$ cat config.mk
export PLATFORM = sky130hd
export DESIGN_NAME = ocd_channel
export DESIGN_NICKNAME = d
export VERILOG_FILES = /design/src/ocd_pkg.sv /design/src/ocd_edge_sync.sv /design/src/ocd_channel.sv
export SDC_FILE = /design/constraint.sdc
export NUM_CORES = 1
export LEC_CHECK = 0
export BUFFER_PORTS_ARGS = -buffer_cell sky130_fd_sc_hd__buf_4
export CAP_MARGIN = 30
export CORE_UTILIZATION = 25
export DETAILED_ROUTE_END_ITERATION = 8
export GPL_TIMING_DRIVEN = 0
export PLACE_DENSITY = 0.4
export SYNTH_ARGS = -nofsm -noshare
export SYNTH_HDL_FRONTEND = slang
export SYNTH_HIERARCHICAL = 1
export SYNTH_SLANG_ARGS = --single-unit
$ cat constraint.sdc
create_clock -name pclk -period 4 [get_ports pclk]
set_input_delay 0.8 -clock pclk [delete_from_list [all_inputs] [get_ports pclk]]
set_output_delay 0.8 -clock pclk [all_outputs]
set_load 0.05 [all_outputs]
$ cat src/ocd_pkg.sv
// Constants and types shared by the output compare channel.
// Assumes a 32-bit APB bus and one 20 MHz clock.
package ocd_pkg;

   // ==========================================================
   // Register offsets (byte addresses)
   localparam logic [7:0] OFF_CON1 = 8'h00;
   localparam logic [7:0] OFF_CON2 = 8'h04;
   localparam logic [7:0] OFF_PRI = 8'h08;
   localparam logic [7:0] OFF_SEC = 8'h0C;
   localparam logic [7:0] OFF_PER = 8'h10;
   localparam logic [7:0] OFF_CNT = 8'h14;
   localparam logic [7:0] OFF_STAT = 8'h18;

   // ==========================================================
   // First control register fields
   localparam int CON1_TSEL_LO = 10;
   localparam int CON1_POL = 5;
   localparam int CON1_CONT = 4;
   localparam int CON1_TRIGBEH = 3;
   localparam int CON1_MODE_LO = 0;
   localparam logic [15:0] CON1_MASK = 16'h1C3F;
   localparam logic [15:0] CON1_RST = 16'h0000;

   // ==========================================================
   // Second control register fields
   localparam int CON2_CASC = 8;
   localparam int CON2_TRIGSEL = 7;
   localparam int CON2_TRIGGER_STATUS_BIT = 6;
   localparam int CON2_SYNC_LO = 0;
   localparam logic [15:0] CON2_MASK = 16'h01DF;
   localparam logic [15:0] CON2_RST = 16'h0000;

   // ==========================================================
   // Status register fields
   localparam int STAT_FLAG = 0;
   localparam int STAT_PIN = 1;
   localparam int STAT_TRIG = 2;

   // ==========================================================
   // Field widths, codes and reset values
   localparam int TSEL_W = 3;
   localparam int MODE_W = 3;
   localparam int SYNC_W = 5;
   localparam int NUM_SYNC = 31;
   localparam int NUM_TB_PINS = 5;
   localparam logic [2:0] TSEL_PCLK = 3'h7;
   localparam logic [2:0] TSEL_LAST_PIN = 3'h4;
   localparam logic [2:0] MODE_OFF = 3'h0;
   localparam logic [2:0] MODE_SINGLE = 3'h1;
   localparam logic [2:0] MODE_DOUBLE = 3'h2;
   localparam logic [2:0] MODE_TOGGLE = 3'h3;
   localparam logic [4:0] SYNC_NONE = 5'h00;
   localparam logic [15:0] PER_RST = 16'hFFFF;
   localparam logic [15:0] CNT_ZERO = 16'h0000;

   // ==========================================================
   // Compare sequence states
   typedef enum logic [1:0] {
      CS_WAIT,
      CS_ACTIVE,
      CS_DONE
   } ocd_cmp_state_t;

endpackage

$ cat src/ocd_edge_sync.sv
// Two-stage synchroniser with rising edge detect, one per bit.
// Assumes inputs are asynchronous levels from pins or other clocks.
`timescale 1ns/1ns
module ocd_edge_sync #(
   parameter int W = 1
) (
   input wire logic pclk,
   input wire logic presetn,
   input wire logic [W-1:0] async_in,
   output logic [W-1:0] rise
);

   // ==========================================================
   // Synchroniser chain
   // First stage feeds only the second; edges are taken later
   logic [W-1:0] meta_r;
   logic [W-1:0] sync_r;
   logic [W-1:0] prev_r;

   always_ff @(posedge pclk or negedge presetn) begin
      if (!presetn) begin
         meta_r <= '0;
         sync_r <= '0;
         prev_r <= '0;
      end else begin
         meta_r <= async_in;
         sync_r <= meta_r;
         prev_r <= sync_r;
      end
   end

   assign rise = sync_r & ~prev_r;

endmodule

$ cat src/ocd_channel.sv
// Output compare channel with its own 16-bit counter and APB registers.
// Assumes time base and sync sources arrive as asynchronous levels and
// that a cascade partner connects carry_out to carry_in.
`timescale 1ns/1ns
module ocd_channel #(
   parameter bit EVEN_CHANNEL = 1'b0,
   parameter int CNT_W = 16
) (
   input wire logic pclk,
   input wire logic presetn,
   input wire logic psel,
   input wire logic penable,
   input wire logic pwrite,
   input wire logic [7:0] paddr,
   input wire logic [31:0] pwdata,
   output logic [31:0] prdata,
   output logic pready,
   output logic pslverr,
   input wire logic [ocd_pkg::NUM_TB_PINS-1:0] time_base_src,
   input wire logic [ocd_pkg::NUM_SYNC-1:0] sync_src,
   input wire logic carry_in,
   output logic carry_out,
   output logic odd_channel_output,
   output logic channel_interrupt_flag,
   output logic [CNT_W-1:0] channel_counter
);

   // ==========================================================
   // State record
   typedef struct packed {
      logic [15:0] first_control_register;
      logic [15:0] second_control_register;
      logic [CNT_W-1:0] primary_compare_value;
      logic [CNT_W-1:0] secondary_compare_value;
      logic [CNT_W-1:0] timer_period_value;
      logic [CNT_W-1:0] cnt;
      ocd_pkg::ocd_cmp_state_t cmp;
      logic pin;
      logic flag;
      logic carry;
      logic ready;
      logic slverr;
      logic [31:0] rdata;
   } ocd_state_t;

   ocd_state_t s_r;
   ocd_state_t s_nxt;

   // ==========================================================
   // Synchronised source edges
   logic [ocd_pkg::NUM_TB_PINS-1:0] tb_rise;
   logic [ocd_pkg::NUM_SYNC-1:0] sync_rise;
   logic carry_in_q;

   ocd_edge_sync #(
      .W(ocd_pkg::NUM_TB_PINS)
   ) u_tb_sync (
      .pclk(pclk),
      .presetn(presetn),
      .async_in(time_base_src),
      .rise(tb_rise)
   );

   ocd_edge_sync #(
      .W(ocd_pkg::NUM_SYNC)
   ) u_src_sync (
      .pclk(pclk),
      .presetn(presetn),
      .async_in(sync_src),
      .rise(sync_rise)
   );

   // Partner carry is already a one-cycle pulse on pclk, no sync needed
   assign carry_in_q = carry_in;

   // ==========================================================
   // Decoded configuration
   logic [ocd_pkg::TSEL_W-1:0] time_base_select;
   logic [ocd_pkg::MODE_W-1:0] mode_select_field;
   logic [ocd_pkg::SYNC_W-1:0] sync_source_select;
   logic trigger_select_bit;
   logic trigger_status_bit;
   logic trigger_behaviour_bit;
   logic cascade_enable;
   logic idle_level;
   logic continuous;

   assign time_base_select = s_r.first_control_register[
      ocd_pkg::CON1_TSEL_LO +: ocd_pkg::TSEL_W];
   assign mode_select_field = s_r.first_control_register[
      ocd_pkg::CON1_MODE_LO +: ocd_pkg::MODE_W];
   assign trigger_behaviour_bit =
      s_r.first_control_register[ocd_pkg::CON1_TRIGBEH];
   assign continuous = s_r.first_control_register[ocd_pkg::CON1_CONT];
   assign idle_level = s_r.first_control_register[ocd_pkg::CON1_POL];
   assign sync_source_select = s_r.second_control_register[
      ocd_pkg::CON2_SYNC_LO +: ocd_pkg::SYNC_W];
   assign trigger_select_bit =
      s_r.second_control_register[ocd_pkg::CON2_TRIGSEL];
   assign trigger_status_bit =
      s_r.second_control_register[ocd_pkg::CON2_TRIGGER_STATUS_BIT];
   assign cascade_enable = s_r.second_control_register[ocd_pkg::CON2_CASC];

   // ==========================================================
   // Time base tick and sync events
   logic tb_tick;
   logic sync_hit;
   logic sync_mode;
   logic trig_mode;

   always_comb begin
      tb_tick = 1'b0;
      if (cascade_enable && EVEN_CHANNEL) begin
         tb_tick = carry_in_q;
      end else if (time_base_select == ocd_pkg::TSEL_PCLK) begin
         tb_tick = 1'b1;
      end else if (time_base_select <= ocd_pkg::TSEL_LAST_PIN) begin
         tb_tick = tb_rise[time_base_select];
      end
   end

   always_comb begin
      sync_hit = 1'b0;
      if (sync_source_select != ocd_pkg::SYNC_NONE) begin
         sync_hit = sync_rise[sync_source_select - 5'h01];
      end
   end

   // Codes above the last pin other than the peripheral clock give no tick
   assign sync_mode = (sync_source_select != ocd_pkg::SYNC_NONE) &&
      !trigger_select_bit;
   assign trig_mode = (sync_source_select != ocd_pkg::SYNC_NONE) &&
      trigger_select_bit;

   // ==========================================================
   // Bus decode
   logic setup;
   logic wr_en;
   logic mapped;
   logic [31:0] rd_mux;
   logic [31:0] stat_word;

   assign setup = psel && !penable;
   assign wr_en = psel && penable && pwrite && s_r.ready;

   always_comb begin
      stat_word = 32'h0000_0000;
      stat_word[ocd_pkg::STAT_FLAG] = s_r.flag;
      stat_word[ocd_pkg::STAT_PIN] = s_r.pin;
      stat_word[ocd_pkg::STAT_TRIG] = trigger_status_bit;
   end

   always_comb begin
      mapped = 1'b1;
      rd_mux = 32'h0000_0000;
      if (paddr == ocd_pkg::OFF_CON1) begin
         rd_mux[15:0] = s_r.first_control_register;
      end else if (paddr == ocd_pkg::OFF_CON2) begin
         rd_mux[15:0] = s_r.second_control_register;
      end else if (paddr == ocd_pkg::OFF_PRI) begin
         rd_mux[CNT_W-1:0] = s_r.primary_compare_value;
      end else if (paddr == ocd_pkg::OFF_SEC) begin
         rd_mux[CNT_W-1:0] = s_r.secondary_compare_value;
      end else if (paddr == ocd_pkg::OFF_PER) begin
         rd_mux[CNT_W-1:0] = s_r.timer_period_value;
      end else if (paddr == ocd_pkg::OFF_CNT) begin
         rd_mux[CNT_W-1:0] = s_r.cnt;
      end else if (paddr == ocd_pkg::OFF_STAT) begin
         rd_mux = stat_word;
      end else begin
         mapped = 1'b0;
      end
   end

   // ==========================================================
   // Next state
   logic con1_wr;
   logic counting;
   logic wrap;
   logic pri_hit;
   logic sec_hit;
   logic flag_set;
   logic trig_set;
   logic [15:0] con2_wr_val;

   always_comb begin
      s_nxt = s_r;
      s_nxt.carry = 1'b0;
      con1_wr = 1'b0;
      flag_set = 1'b0;
      trig_set = 1'b0;
      con2_wr_val = pwdata[15:0] & ocd_pkg::CON2_MASK;

      // Bus answer: ready in the access cycle after each setup
      s_nxt.ready = setup;
      s_nxt.slverr = setup && !mapped;
      s_nxt.rdata = (setup && !pwrite) ? rd_mux : 32'h0000_0000;

      // Counter gating
      counting = tb_tick;
      if (trig_mode && !trigger_status_bit) begin
         counting = 1'b0;
      end
      wrap = counting && (s_r.cnt == s_r.timer_period_value);
      pri_hit = counting && (s_r.cnt == s_r.primary_compare_value);
      sec_hit = counting && (s_r.cnt == s_r.secondary_compare_value);

      if (mode_select_field == ocd_pkg::MODE_OFF) begin
         s_nxt.cnt = ocd_pkg::CNT_ZERO;
      end else if (sync_mode && sync_hit) begin
         s_nxt.cnt = ocd_pkg::CNT_ZERO;
      end else if (trig_mode && !trigger_status_bit) begin
         s_nxt.cnt = ocd_pkg::CNT_ZERO;
      end else if (wrap) begin
         s_nxt.cnt = ocd_pkg::CNT_ZERO;
         s_nxt.carry = 1'b1;
      end else if (counting) begin
         s_nxt.cnt = s_r.cnt + 1'b1;
      end

      // Compare actions; codes with top bit set park the pin like off
      case (mode_select_field)
         ocd_pkg::MODE_SINGLE: begin
            if (s_r.cmp == ocd_pkg::CS_WAIT && pri_hit) begin
               s_nxt.pin = !idle_level;
               flag_set = 1'b1;
               s_nxt.cmp = continuous ? ocd_pkg::CS_ACTIVE :
                  ocd_pkg::CS_DONE;
            end else if (s_r.cmp == ocd_pkg::CS_ACTIVE && wrap) begin
               s_nxt.pin = idle_level;
               s_nxt.cmp = ocd_pkg::CS_WAIT;
            end
         end
         ocd_pkg::MODE_DOUBLE: begin
            if (s_r.cmp == ocd_pkg::CS_WAIT && pri_hit) begin
               s_nxt.pin = !idle_level;
               s_nxt.cmp = ocd_pkg::CS_ACTIVE;
            end else if (s_r.cmp == ocd_pkg::CS_ACTIVE && sec_hit) begin
               s_nxt.pin = idle_level;
               flag_set = 1'b1;
               s_nxt.cmp = continuous ? ocd_pkg::CS_WAIT :
                  ocd_pkg::CS_DONE;
            end
         end
         ocd_pkg::MODE_TOGGLE: begin
            if (pri_hit) begin
               s_nxt.pin = !s_r.pin;
               flag_set = 1'b1;
            end
         end
         default: begin
            // Off and the non-compare codes park the pin
            s_nxt.pin = idle_level;
            s_nxt.cmp = ocd_pkg::CS_WAIT;
         end
      endcase

      // Register writes take effect at the access edge
      if (wr_en) begin
         if (paddr == ocd_pkg::OFF_CON1) begin
            s_nxt.first_control_register =
               pwdata[15:0] & ocd_pkg::CON1_MASK;
            con1_wr = 1'b1;
         end else if (paddr == ocd_pkg::OFF_CON2) begin
            s_nxt.second_control_register = con2_wr_val;
         end else if (paddr == ocd_pkg::OFF_PRI) begin
            s_nxt.primary_compare_value = pwdata[CNT_W-1:0];
         end else if (paddr == ocd_pkg::OFF_SEC) begin
            s_nxt.secondary_compare_value = pwdata[CNT_W-1:0];
         end else if (paddr == ocd_pkg::OFF_PER) begin
            s_nxt.timer_period_value = pwdata[CNT_W-1:0];
         end else if (paddr == ocd_pkg::OFF_STAT) begin
            if (pwdata[ocd_pkg::STAT_FLAG]) begin
               s_nxt.flag = 1'b0;
            end
         end
      end

      // Rewriting the first control register re-arms a finished shot
      if (con1_wr) begin
         s_nxt.cmp = ocd_pkg::CS_WAIT;
         s_nxt.pin = pwdata[ocd_pkg::CON1_POL];
         if (pwdata[ocd_pkg::CON1_MODE_LO +: ocd_pkg::MODE_W] ==
            ocd_pkg::MODE_OFF) begin
            s_nxt.cnt = ocd_pkg::CNT_ZERO;
         end
      end

      // Trigger status: behaviour bit clears it on wrap, an event sets it
      if (trig_mode && trigger_behaviour_bit && wrap) begin
         s_nxt.second_control_register[ocd_pkg::CON2_TRIGGER_STATUS_BIT] = 1'b0;
      end
      trig_set = trig_mode && sync_hit;
      if (trig_set) begin
         s_nxt.second_control_register[ocd_pkg::CON2_TRIGGER_STATUS_BIT] = 1'b1;
      end

      // Hardware set wins over a same-cycle software clear
      if (flag_set) begin
         s_nxt.flag = 1'b1;
      end
   end

   // ==========================================================
   // State register
   always_ff @(posedge pclk or negedge presetn) begin
      if (!presetn) begin
         s_r.first_control_register <= ocd_pkg::CON1_RST;
         s_r.second_control_register <= ocd_pkg::CON2_RST;
         s_r.primary_compare_value <= ocd_pkg::CNT_ZERO;
         s_r.secondary_compare_value <= ocd_pkg::CNT_ZERO;
         s_r.timer_period_value <= ocd_pkg::PER_RST;
         s_r.cnt <= ocd_pkg::CNT_ZERO;
         s_r.cmp <= ocd_pkg::CS_WAIT;
         s_r.pin <= 1'b0;
         s_r.flag <= 1'b0;
         s_r.carry <= 1'b0;
         s_r.ready <= 1'b0;
         s_r.slverr <= 1'b0;
         s_r.rdata <= 32'h0000_0000;
      end else begin
         s_r <= s_nxt;
      end
   end

   // ==========================================================
   // Outputs, all straight from the state record
   assign prdata = s_r.rdata;
   assign pready = s_r.ready;
   assign pslverr = s_r.slverr;
   assign carry_out = s_r.carry;
   assign odd_channel_output = s_r.pin;
   assign channel_interrupt_flag = s_r.flag;
   assign channel_counter = s_r.cnt;

endmodule

## After elaboration in Yosys (flattened, before gate mapping)

Index checks and enable logic that the tools add are counted.

| cells by class | value |
|---|---|
| $lt $le $gt $ge | 3 |
| reduce and logical (&&, ||, !) cells | 45 |
| equal/unequal tests | 24 |
| divide/modulo/power cells | 0 |
| mux-type cells | 71 |
| add/sub/neg operators | 2 |
| shift-type cells | 0 |
| multiply operators | 0 |
| bitwise gates (word level) | 8 |

Operators by type and width:

| cell | number |
|---|---|
| $mux 16 | 17 |
| $mux 55 | 2 |
| $mux 32 | 2 |
| $eq 16x16->1 | 3 |
| $mux 48 | 1 |
| $mux 1 | 35 |
| $and 31x31->31 | 1 |
| $not 31->31 | 1 |
| $eq 8x5->1 const B | 3 |
| $logic_and 1x1->1 | 19 |
| $mux 19 | 1 |
| $add 16x1->16 const B | 1 |
| $eq 8x4->1 const B | 2 |
| $mux 3 | 5 |
| $ne 2x2->1 const B | 6 |
| $reduce_and 3->1 | 4 |
| $eq 8x3->1 const B | 1 |
| $logic_not 8->1 | 1 |
| $ne 4x4->1 const B | 2 |
| $reduce_and 8->1 | 1 |
| $logic_not 1->1 | 7 |
| $mux 7 | 1 |
| $eq 3x2->1 const B | 2 |
| $logic_not 3->1 | 2 |
| other kinds (25) | 33 |

| word-level totals | value |
|---|---|
| memories kept | 0 |
| word-level logic and storage cells | 173 |
| RAM bits | 0 |
| register bits | 228 |
| bits in read-only memories | 0 |
| latch bits | 0 |
| input port bits | 82 |
| output and inout port bits | 53 |

## Longest topological paths before layout

Gate-level depths: netlist (run 1).

| logic depth | value |
|---|---|
| depth after elaboration | 14 |
| depth in mapped cells | 14 |
| mapped depth without buffers | 9 |

## Modules after synthesis

The synthesis (run 1) kept the hierarchy.

Modules (own cells, without submodules):

| module | area each (um^2) | cells each | sequential area each (um^2) | times used |
|---|---|---|---|---|
| ocd_channel | 6219.7 | 579 | 2622.5 | 1 |
| ocd_edge_sync (u_src_sync) | 2753.9 | 124 | 2327.2 | 1 |
| ocd_edge_sync (u_tb_sync) | 444.2 | 20 | 375.4 | 1 |

## Least setup slack after synthesis (run 1)

No wires, ideal clock.

| path | value |
|---|---|
| path type | input port to flip-flop |
| start point | in paddr[1] |
| end point | reg s_r[60] in the netlist's numbering |
| data required time | 3.918 ns |
| path buffers | 2 |
| setup time | 0.082 ns |
| stages on the path | 6 |
| data arrival time | 2.917 ns |
| slack | 1.000 ns |
| path through | or4_1 -> or3b_2 -> clkbuf_1 -> nor2_1 -> buf_2 -> mux2_2 |

| on the way | value |
|---|---|
| longest elaborated chain between the ends | 3 |
| elaborated cells on any way between the ends | 10 |
| classes of those cells | 4 x eq/ne; 4 x bitwise; 2 x reduce/logical |

Ends and longest elaborated chain:

| what | RTL line | text |
|---|---|---|
| from (decl) | ocd_channel.sv:14 | `input wire logic [7:0] paddr,` |
| $eq 8x4->1, or another cell as far along | ocd_channel.sv:268 | `end else if (paddr == ocd_pkg::OFF_SEC) begin` |
| $not 1->1 (no line) | -- |  |
| $reduce_and 6->1 (no line) * | -- |  |
| to (signal assigned) | ocd_channel.sv:322 | `s_r <= s_nxt;` |
| to (decl) | ocd_channel.sv:46 | `ocd_state_t s_r;` |

Mark *: on every way between the ends. The rest lies on a longest branch, timed or not.
A chain may end at the register's enable or synchronous reset.

==> reports/metrics.yaml, run 1 <==
run_status:
  outcome: "complete, no violations"
place:
  port_buffers: 100
  place_congestion: 0.8175
  dpl.hpwl_mm: 17.51
synthesis:
  synth_edf_count: 0
  yosys_warnings: 6
  syn_inst: 723
  synth_cell_types: 57
  yosysSeqAreaShare_pct: 56.54
  post_synth.cell_area_avg_sq_um: 13.03
  synthesis.area_sq_mm: 0.009418
  async_reset_ff_share_pct: 100.0
  synth_top_flop_cell: "dfrtp_1"
  ys_ff_latch: 212
global_route:
  grt_pass1_wl_mm: 36.64
  grt_pass1_vias: 5904
  antenna_found_initial: 1
  grt_overflow: 0
  grt_max_degree: 86
  grt_use_total_pct: 12.56
cells_and_area:
  antenna_cells: 0
  drive_gt1_share_pct: 38.15
  area_growth_pct: 25.69
  seq_area_sq_mm: 0.005325
  nNetsFinal: 953
  multi_input_area_sq_mm: 0.003585
  num-fill-cells: 3755
setup_path:
  crit_family: "buffers and inverters"
  timing.critical_path.buf_inv: 6
  critPathMaxFanout: 10
  cp_slowest_cell: "or4_1"
  critPathArrivalTime_ps: 4000
  crit_required_ps: 4450
  end_kind: "flip-flop"
  path_class: "reg -> reg"
  cp_common_cell: "mux2i_1"
  crit_chain: "buf_6, buf_8, inv_1, ha_1, buf_1, mux4_1, mux2i_1, mux2i_1, mux2i_1, o31ai_1, or4_1, buf_2, buf_6, nor2_1"
  crit_path_start_kind: "flip-flop"
  max_stage_delay_ps: 590
clocking:
  post_cts_buffers: 0
  cts.reportedPaths.clkPinSlew_ps: 60
  clock_path_buffers: 3
  ctsHoldBuffers: 0
  worstSkewPairLatency_ps: 530
  numCtsBuffers: 25
  tritoncts: "done"
  cts.sinks: 212
  cts.htree.levels: 1
  ctsResizeCount: 0
  cts_root_buf: "clkbuf_16"
sta:
  max_slew_margin_pct: 38.22
  max_freq_mhz: 282.0
  fin_skew_ps: 16.88
  finalHoldViolCount: 0
  worst_pin_slew_ps: 918.2
  drv_slew: 0
  report.final.setup_viol: 0
  tns_ps: 0
  finalCritPeriodShare_pct: 88.66
  period_needed_ps: 3547
  rsz0062_at_grt: "false"
route:
  via_per_inst: 4.083
  ant_nets: 0
  post-route-drc-count: 0
  wl_per_cell_microns: 16.95
  num_vias: 5676
  drtIter0Drc: 265
  drt-pass1-iter-count: 4
  routed_wl_mm: 23.56
power_and_ir_drop:
  power_uw: 4995
  ir_drop_v: 0.0002816
  p_leak_uw: 0.005360
  powerDensity_mw_per_mm2: 422.0
floorplan:
  dieArea_sq_mm: 0.03845
  ios: 135
  start_util_pct: 25.54
  die_x_microns: 196.1
  core-area_sq_mm: 0.03687
  die-height_microns: 196.1
  num_rows: 70
min_path:
  min_path_type: "in -> async"
flow_run:
  maxCapViolCount: 0
==> cell usage after synthesis, drive strengths merged, types with 14 or more instances <==
| library cell | instances | area, sq um |
|---|---|---|
| dfrtp | 196 | 4905 |
| mux2 | 77 | 867.1 |
| buf | 58 | 429.2 |
| xnor2 | 51 | 446.7 |
| nor2 | 45 | 168.9 |
| nor2b | 39 | 514.3 |
| clkbuf | 28 | 105.1 |
| nand2 | 23 | 86.33 |
| a21oi | 21 | 105.1 |
| o21ai | 17 | 85.08 |
| dfstp | 16 | 420.4 |
| mux2i | 16 | 160.2 |
| xor2 | 16 | 147.7 |
| nand4 | 14 | 87.58 |
==> area by class of cell <==
cell class / count / share of cell area [%]
flip-flops and latches: 212 / 44.98
multi-input cells: 432 / 30.28
repair buffers: 103 / 6.934
clock buffers: 33 / 5.961
well taps: 504 / 5.327
plain buffers: 86 / 4.513
clock inverters: 12 / 1.744
inverters: 8 / 0.2537
==> cells by family after synthesis <==
logic type | Yosys count | share of synthesized area [%]
AOI/OAI and AO/OA | 73 | 5.248
xor gates and xnor gates | 67 | 6.311
adders and majority gates | 3 | 0.3986
buffers and inverters | 94 | 5.992
DFF | 212 | 56.54
muxes | 100 | 12.70
other | 1 | 0.03982
and+or+nand+nor | 173 | 12.77
==> layer usage <==
layer	global-route usage, %	share of wire, %	up-vias	wire [microns]
li1	-	-	2747	-
met5	0	0.072	-	17
met3	2.166	3.4	32	802
met2	21.80	50	105	11810
met1	16.17	44	2790	10420
met4	3.067	2.2	2	510
==> registers in the layout, summed over array words and instances (netlist names), 16 cells and up <==
name and cells:
prdata 16, u_src_sync/sync_r 31, s_r 61, u_src_sync/prev_r 31
u_src_sync/meta_r 31, channel_counter 16
==> final timing paths <==
path / cells after the start / to / slack, ps / start
setup / recovery: 14 / channel_counter[13] / 450 / s_r[103]
hold / removal: 1 / channel_counter[12] / 200 / presetn
setup reg to reg: 14 / channel_counter[13] / 450 / s_r[103]
hold reg to reg: 0 / u_src_sync/sync_r[16] / 350 / u_src_sync/meta_r[16]
max in group asynchronous: 3 / s_r[62] / 2670 / presetn
min in group pclk: 0 / u_src_sync/sync_r[16] / 350 / u_src_sync/meta_r[16]
==> report_power, final <==
group / internal (uW) / total (uW) / switching (uW)
clock network: 1570 / 2490 / 917
registers: 2210 / 2240 / 32.9
logic: 115 / 270 / 155
==> placed cells by master, fill, tap and decap left out, types with 16 or more instances in the layout <==
master / n
a21oi_1: 21
buf_4: 148
clkbuf_1: 31
clkbuf_16: 25
conb_1: 16
dfrtp_1: 196
dfstp_2: 16
mux2_2: 77
mux2i_1: 16
nand2_1: 23
nor2_1: 45
nor2b_4: 36
o21ai_0: 16
xnor2_1: 51
==> through the flow <==
stage	std cells	setup slack [ps]	util (%)	hold slack (ps)	cell area (sq um)
2_1_floorplan	738	1000	-	331.2	9474
3_3_place_gp	1342	124.2	29.44	331.8	10860
3_5_place_dp	1345	171.8	29.63	334.7	10930
4_1_cts	1390	331.0	32.10	195.1	11840
5_1_grt	1390	153.6	32.10	222.2	11840
6_report	1390	453.5	32.10	195.5	11840
(Power assumes the default switching activity.)
==> inputs of run 2 (changes only) <==
--- a/config.mk
+++ b/config.mk
@@ -7,6 +7,7 @@
 export LEC_CHECK = 0
 export BUFFER_PORTS_ARGS = -buffer_cell sky130_fd_sc_hd__buf_4
 export CAP_MARGIN = 30
+export CORE_MARGIN = 5
 export CORE_UTILIZATION = 25
 export DETAILED_ROUTE_END_ITERATION = 8
 export GPL_TIMING_DRIVEN = 0
==> run 2 against run 1 <==
Against the previous run: die area is 8.3% higher; count of clock-buffer cells in the layout is 3 higher; fmax is 2.4% lower; final cell count is 0.50% higher; design area stayed put; first-iteration DRC count is 1.9% lower; via count is 0.39% higher; register-to-register slack worse by 90 ps; hold slack worse by 31 ps; largest cell class unchanged.
==> reports/metrics.yaml, run 2 (synthesized netlist as in run 1, its figures left out) <==
sta:
  report.final.setup_viol: 0
  period_needed_ps: 3632
  finalHoldViolCount: 0
  max_freq_mhz: 275.3
  rsz0062_at_grt: "false"
  tns_ps: 0
  worst_pin_slew_ps: 1001
  drv_slew: 0
  max_slew_margin_pct: 32.93
  fin_skew_ps: 8.711
  finalCritPeriodShare_pct: 90.81
clocking:
  cts_root_buf: "clkbuf_16"
  numCtsBuffers: 25
  clock_path_buffers: 3
  post_cts_buffers: 0
  cts.htree.levels: 1
  ctsHoldBuffers: 0
  cts.reportedPaths.clkPinSlew_ps: 60
  ctsResizeCount: 0
  worstSkewPairLatency_ps: 530
  cts.sinks: 212
  tritoncts: "done"
route:
  post-route-drc-count: 0
  ant_nets: 0
  num_vias: 5698
  drt-pass1-iter-count: 5
  drtIter0Drc: 260
  wl_per_cell_microns: 17.39
  via_per_inst: 4.079
  routed_wl_mm: 24.29
place:
  dpl.hpwl_mm: 18.19
  port_buffers: 100
  place_congestion: 0.7990
setup_path:
  path_class: "reg -> reg"
  critPathArrivalTime_ps: 4090
  end_kind: "flip-flop"
  critPathMaxFanout: 10
  crit_path_start_kind: "flip-flop"
  crit_required_ps: 4460
global_route:
  top_usage_layer: "met2"
  grt_pass1_vias: 6128
  grt_overflow: 0
  grt_max_degree: 88
  use_met3_pct: 2.031
  grt_use_total_pct: 11.70
  met2_usage_pct: 19.86
  use_met1_pct: 15.52
  antenna_found_initial: 1
  grt_pass1_wl_mm: 37.76
flow_run:
  maxCapViolCount: 0
floorplan:
  die-height_microns: 204.1
  start_util_pct: 25.18
  dieArea_sq_mm: 0.04165
  die_x_microns: 204.1
  core-area_sq_mm: 0.03740
  num_rows: 71
  ios: 135
power_and_ir_drop:
  ir_drop_v: 0.0002873
  p_leak_uw: 0.005355
  power_uw: 4997
  powerDensity_mw_per_mm2: 422.2
run_status:
  outcome: "complete, no violations"
cells_and_area:
  final_cell_mix: "dfrtp_1 (196), buf_4 (147), mux2_2 (77)"
  largest_reg_flops: 61
  antenna_cells: 0
  post-route-util_pct: 31.65
  nNetsFinal: 953
  top_register: "s_r"
  num-fill-cells: 3791
  drive_gt1_share_pct: 37.81
  seq_area_sq_mm: 0.005325
  area_growth_pct: 25.69
  layout.cells.most_common: "dfrtp_1"
  multi_input_area_sq_mm: 0.003585
min_path:
  min_path_type: "in -> async"
==> run 2: changes by cell type in the layout (fill, tap and decap cells not counted), sizes merged <==
cell    delta
clkbuf     +3
clkinv     -3
==> run 2: final timing paths <==
kind                                  startpoint                    end  slack (ps)  cells past startpoint
setup / recovery                        s_r[103]     channel_counter[9]         370                     14
hold / removal                           presetn   u_src_sync/meta_r[3]         160                      1
setup reg to reg                        s_r[103]     channel_counter[9]         370                     14
hold reg to reg            u_src_sync/meta_r[28]  u_src_sync/sync_r[28]         340                      0
max in group asynchronous                presetn                s_r[65]        3020                      2
min in group pclk          u_src_sync/meta_r[28]  u_src_sync/sync_r[28]         340                      0
==> run 2: cell type report <==
| type | count | area share [%] |
|---|---|---|
| multi-input combinational | 432 | 30.28 |
| buffer | 86 | 4.513 |
| sequential | 212 | 44.98 |
| clock buffer | 36 | 6.056 |
| inverter | 8 | 0.2537 |
| clock inverter | 9 | 1.596 |
| tap | 511 | 5.401 |
| timing repair buffer | 103 | 6.913 |
==> run 2: worst max-delay path: stages (launching register included) <==
cell and delay, ps:
dfrtp_1 350, buf_6 140, buf_8 150, inv_1 70, ha_1 270, buf_1 390, mux4_1 390, mux2i_1 200
mux2i_1 120, mux2i_1 230, o31ai_1 120, or4_1 640, buf_2 220, buf_6 150, nor2_1 110
==> run 2: per-layer routing <==
metal  vias to the layer above  wire [microns]
met5                         -              13
met4                         2             647
met3                        34            1078
met2                       120           11960
met1                      2801           10590
li1                       2741               -
==> run 2: through the flow <==
stage	hold WS, ps	std cells	worst slack (ps)	cell area [sq um]
global placement	333.9	1349	152.6	10860
detailed placement	334.7	1352	145.4	10930
floorplan	331.2	738	1000	9474
CTS	150.2	1397	225.1	11840
finish	164.7	1397	367.8	11840
global route	178.2	1397	78.99	11840
==> run 2: where the power goes <==
| part | total (uW) | switching (uW) | internal (uW) |
|---|---|---|---|
| clock network | 2490 | 914 | 1570 |
| registers | 2240 | 33.2 | 2210 |
| logic | 271 | 156 | 115 |
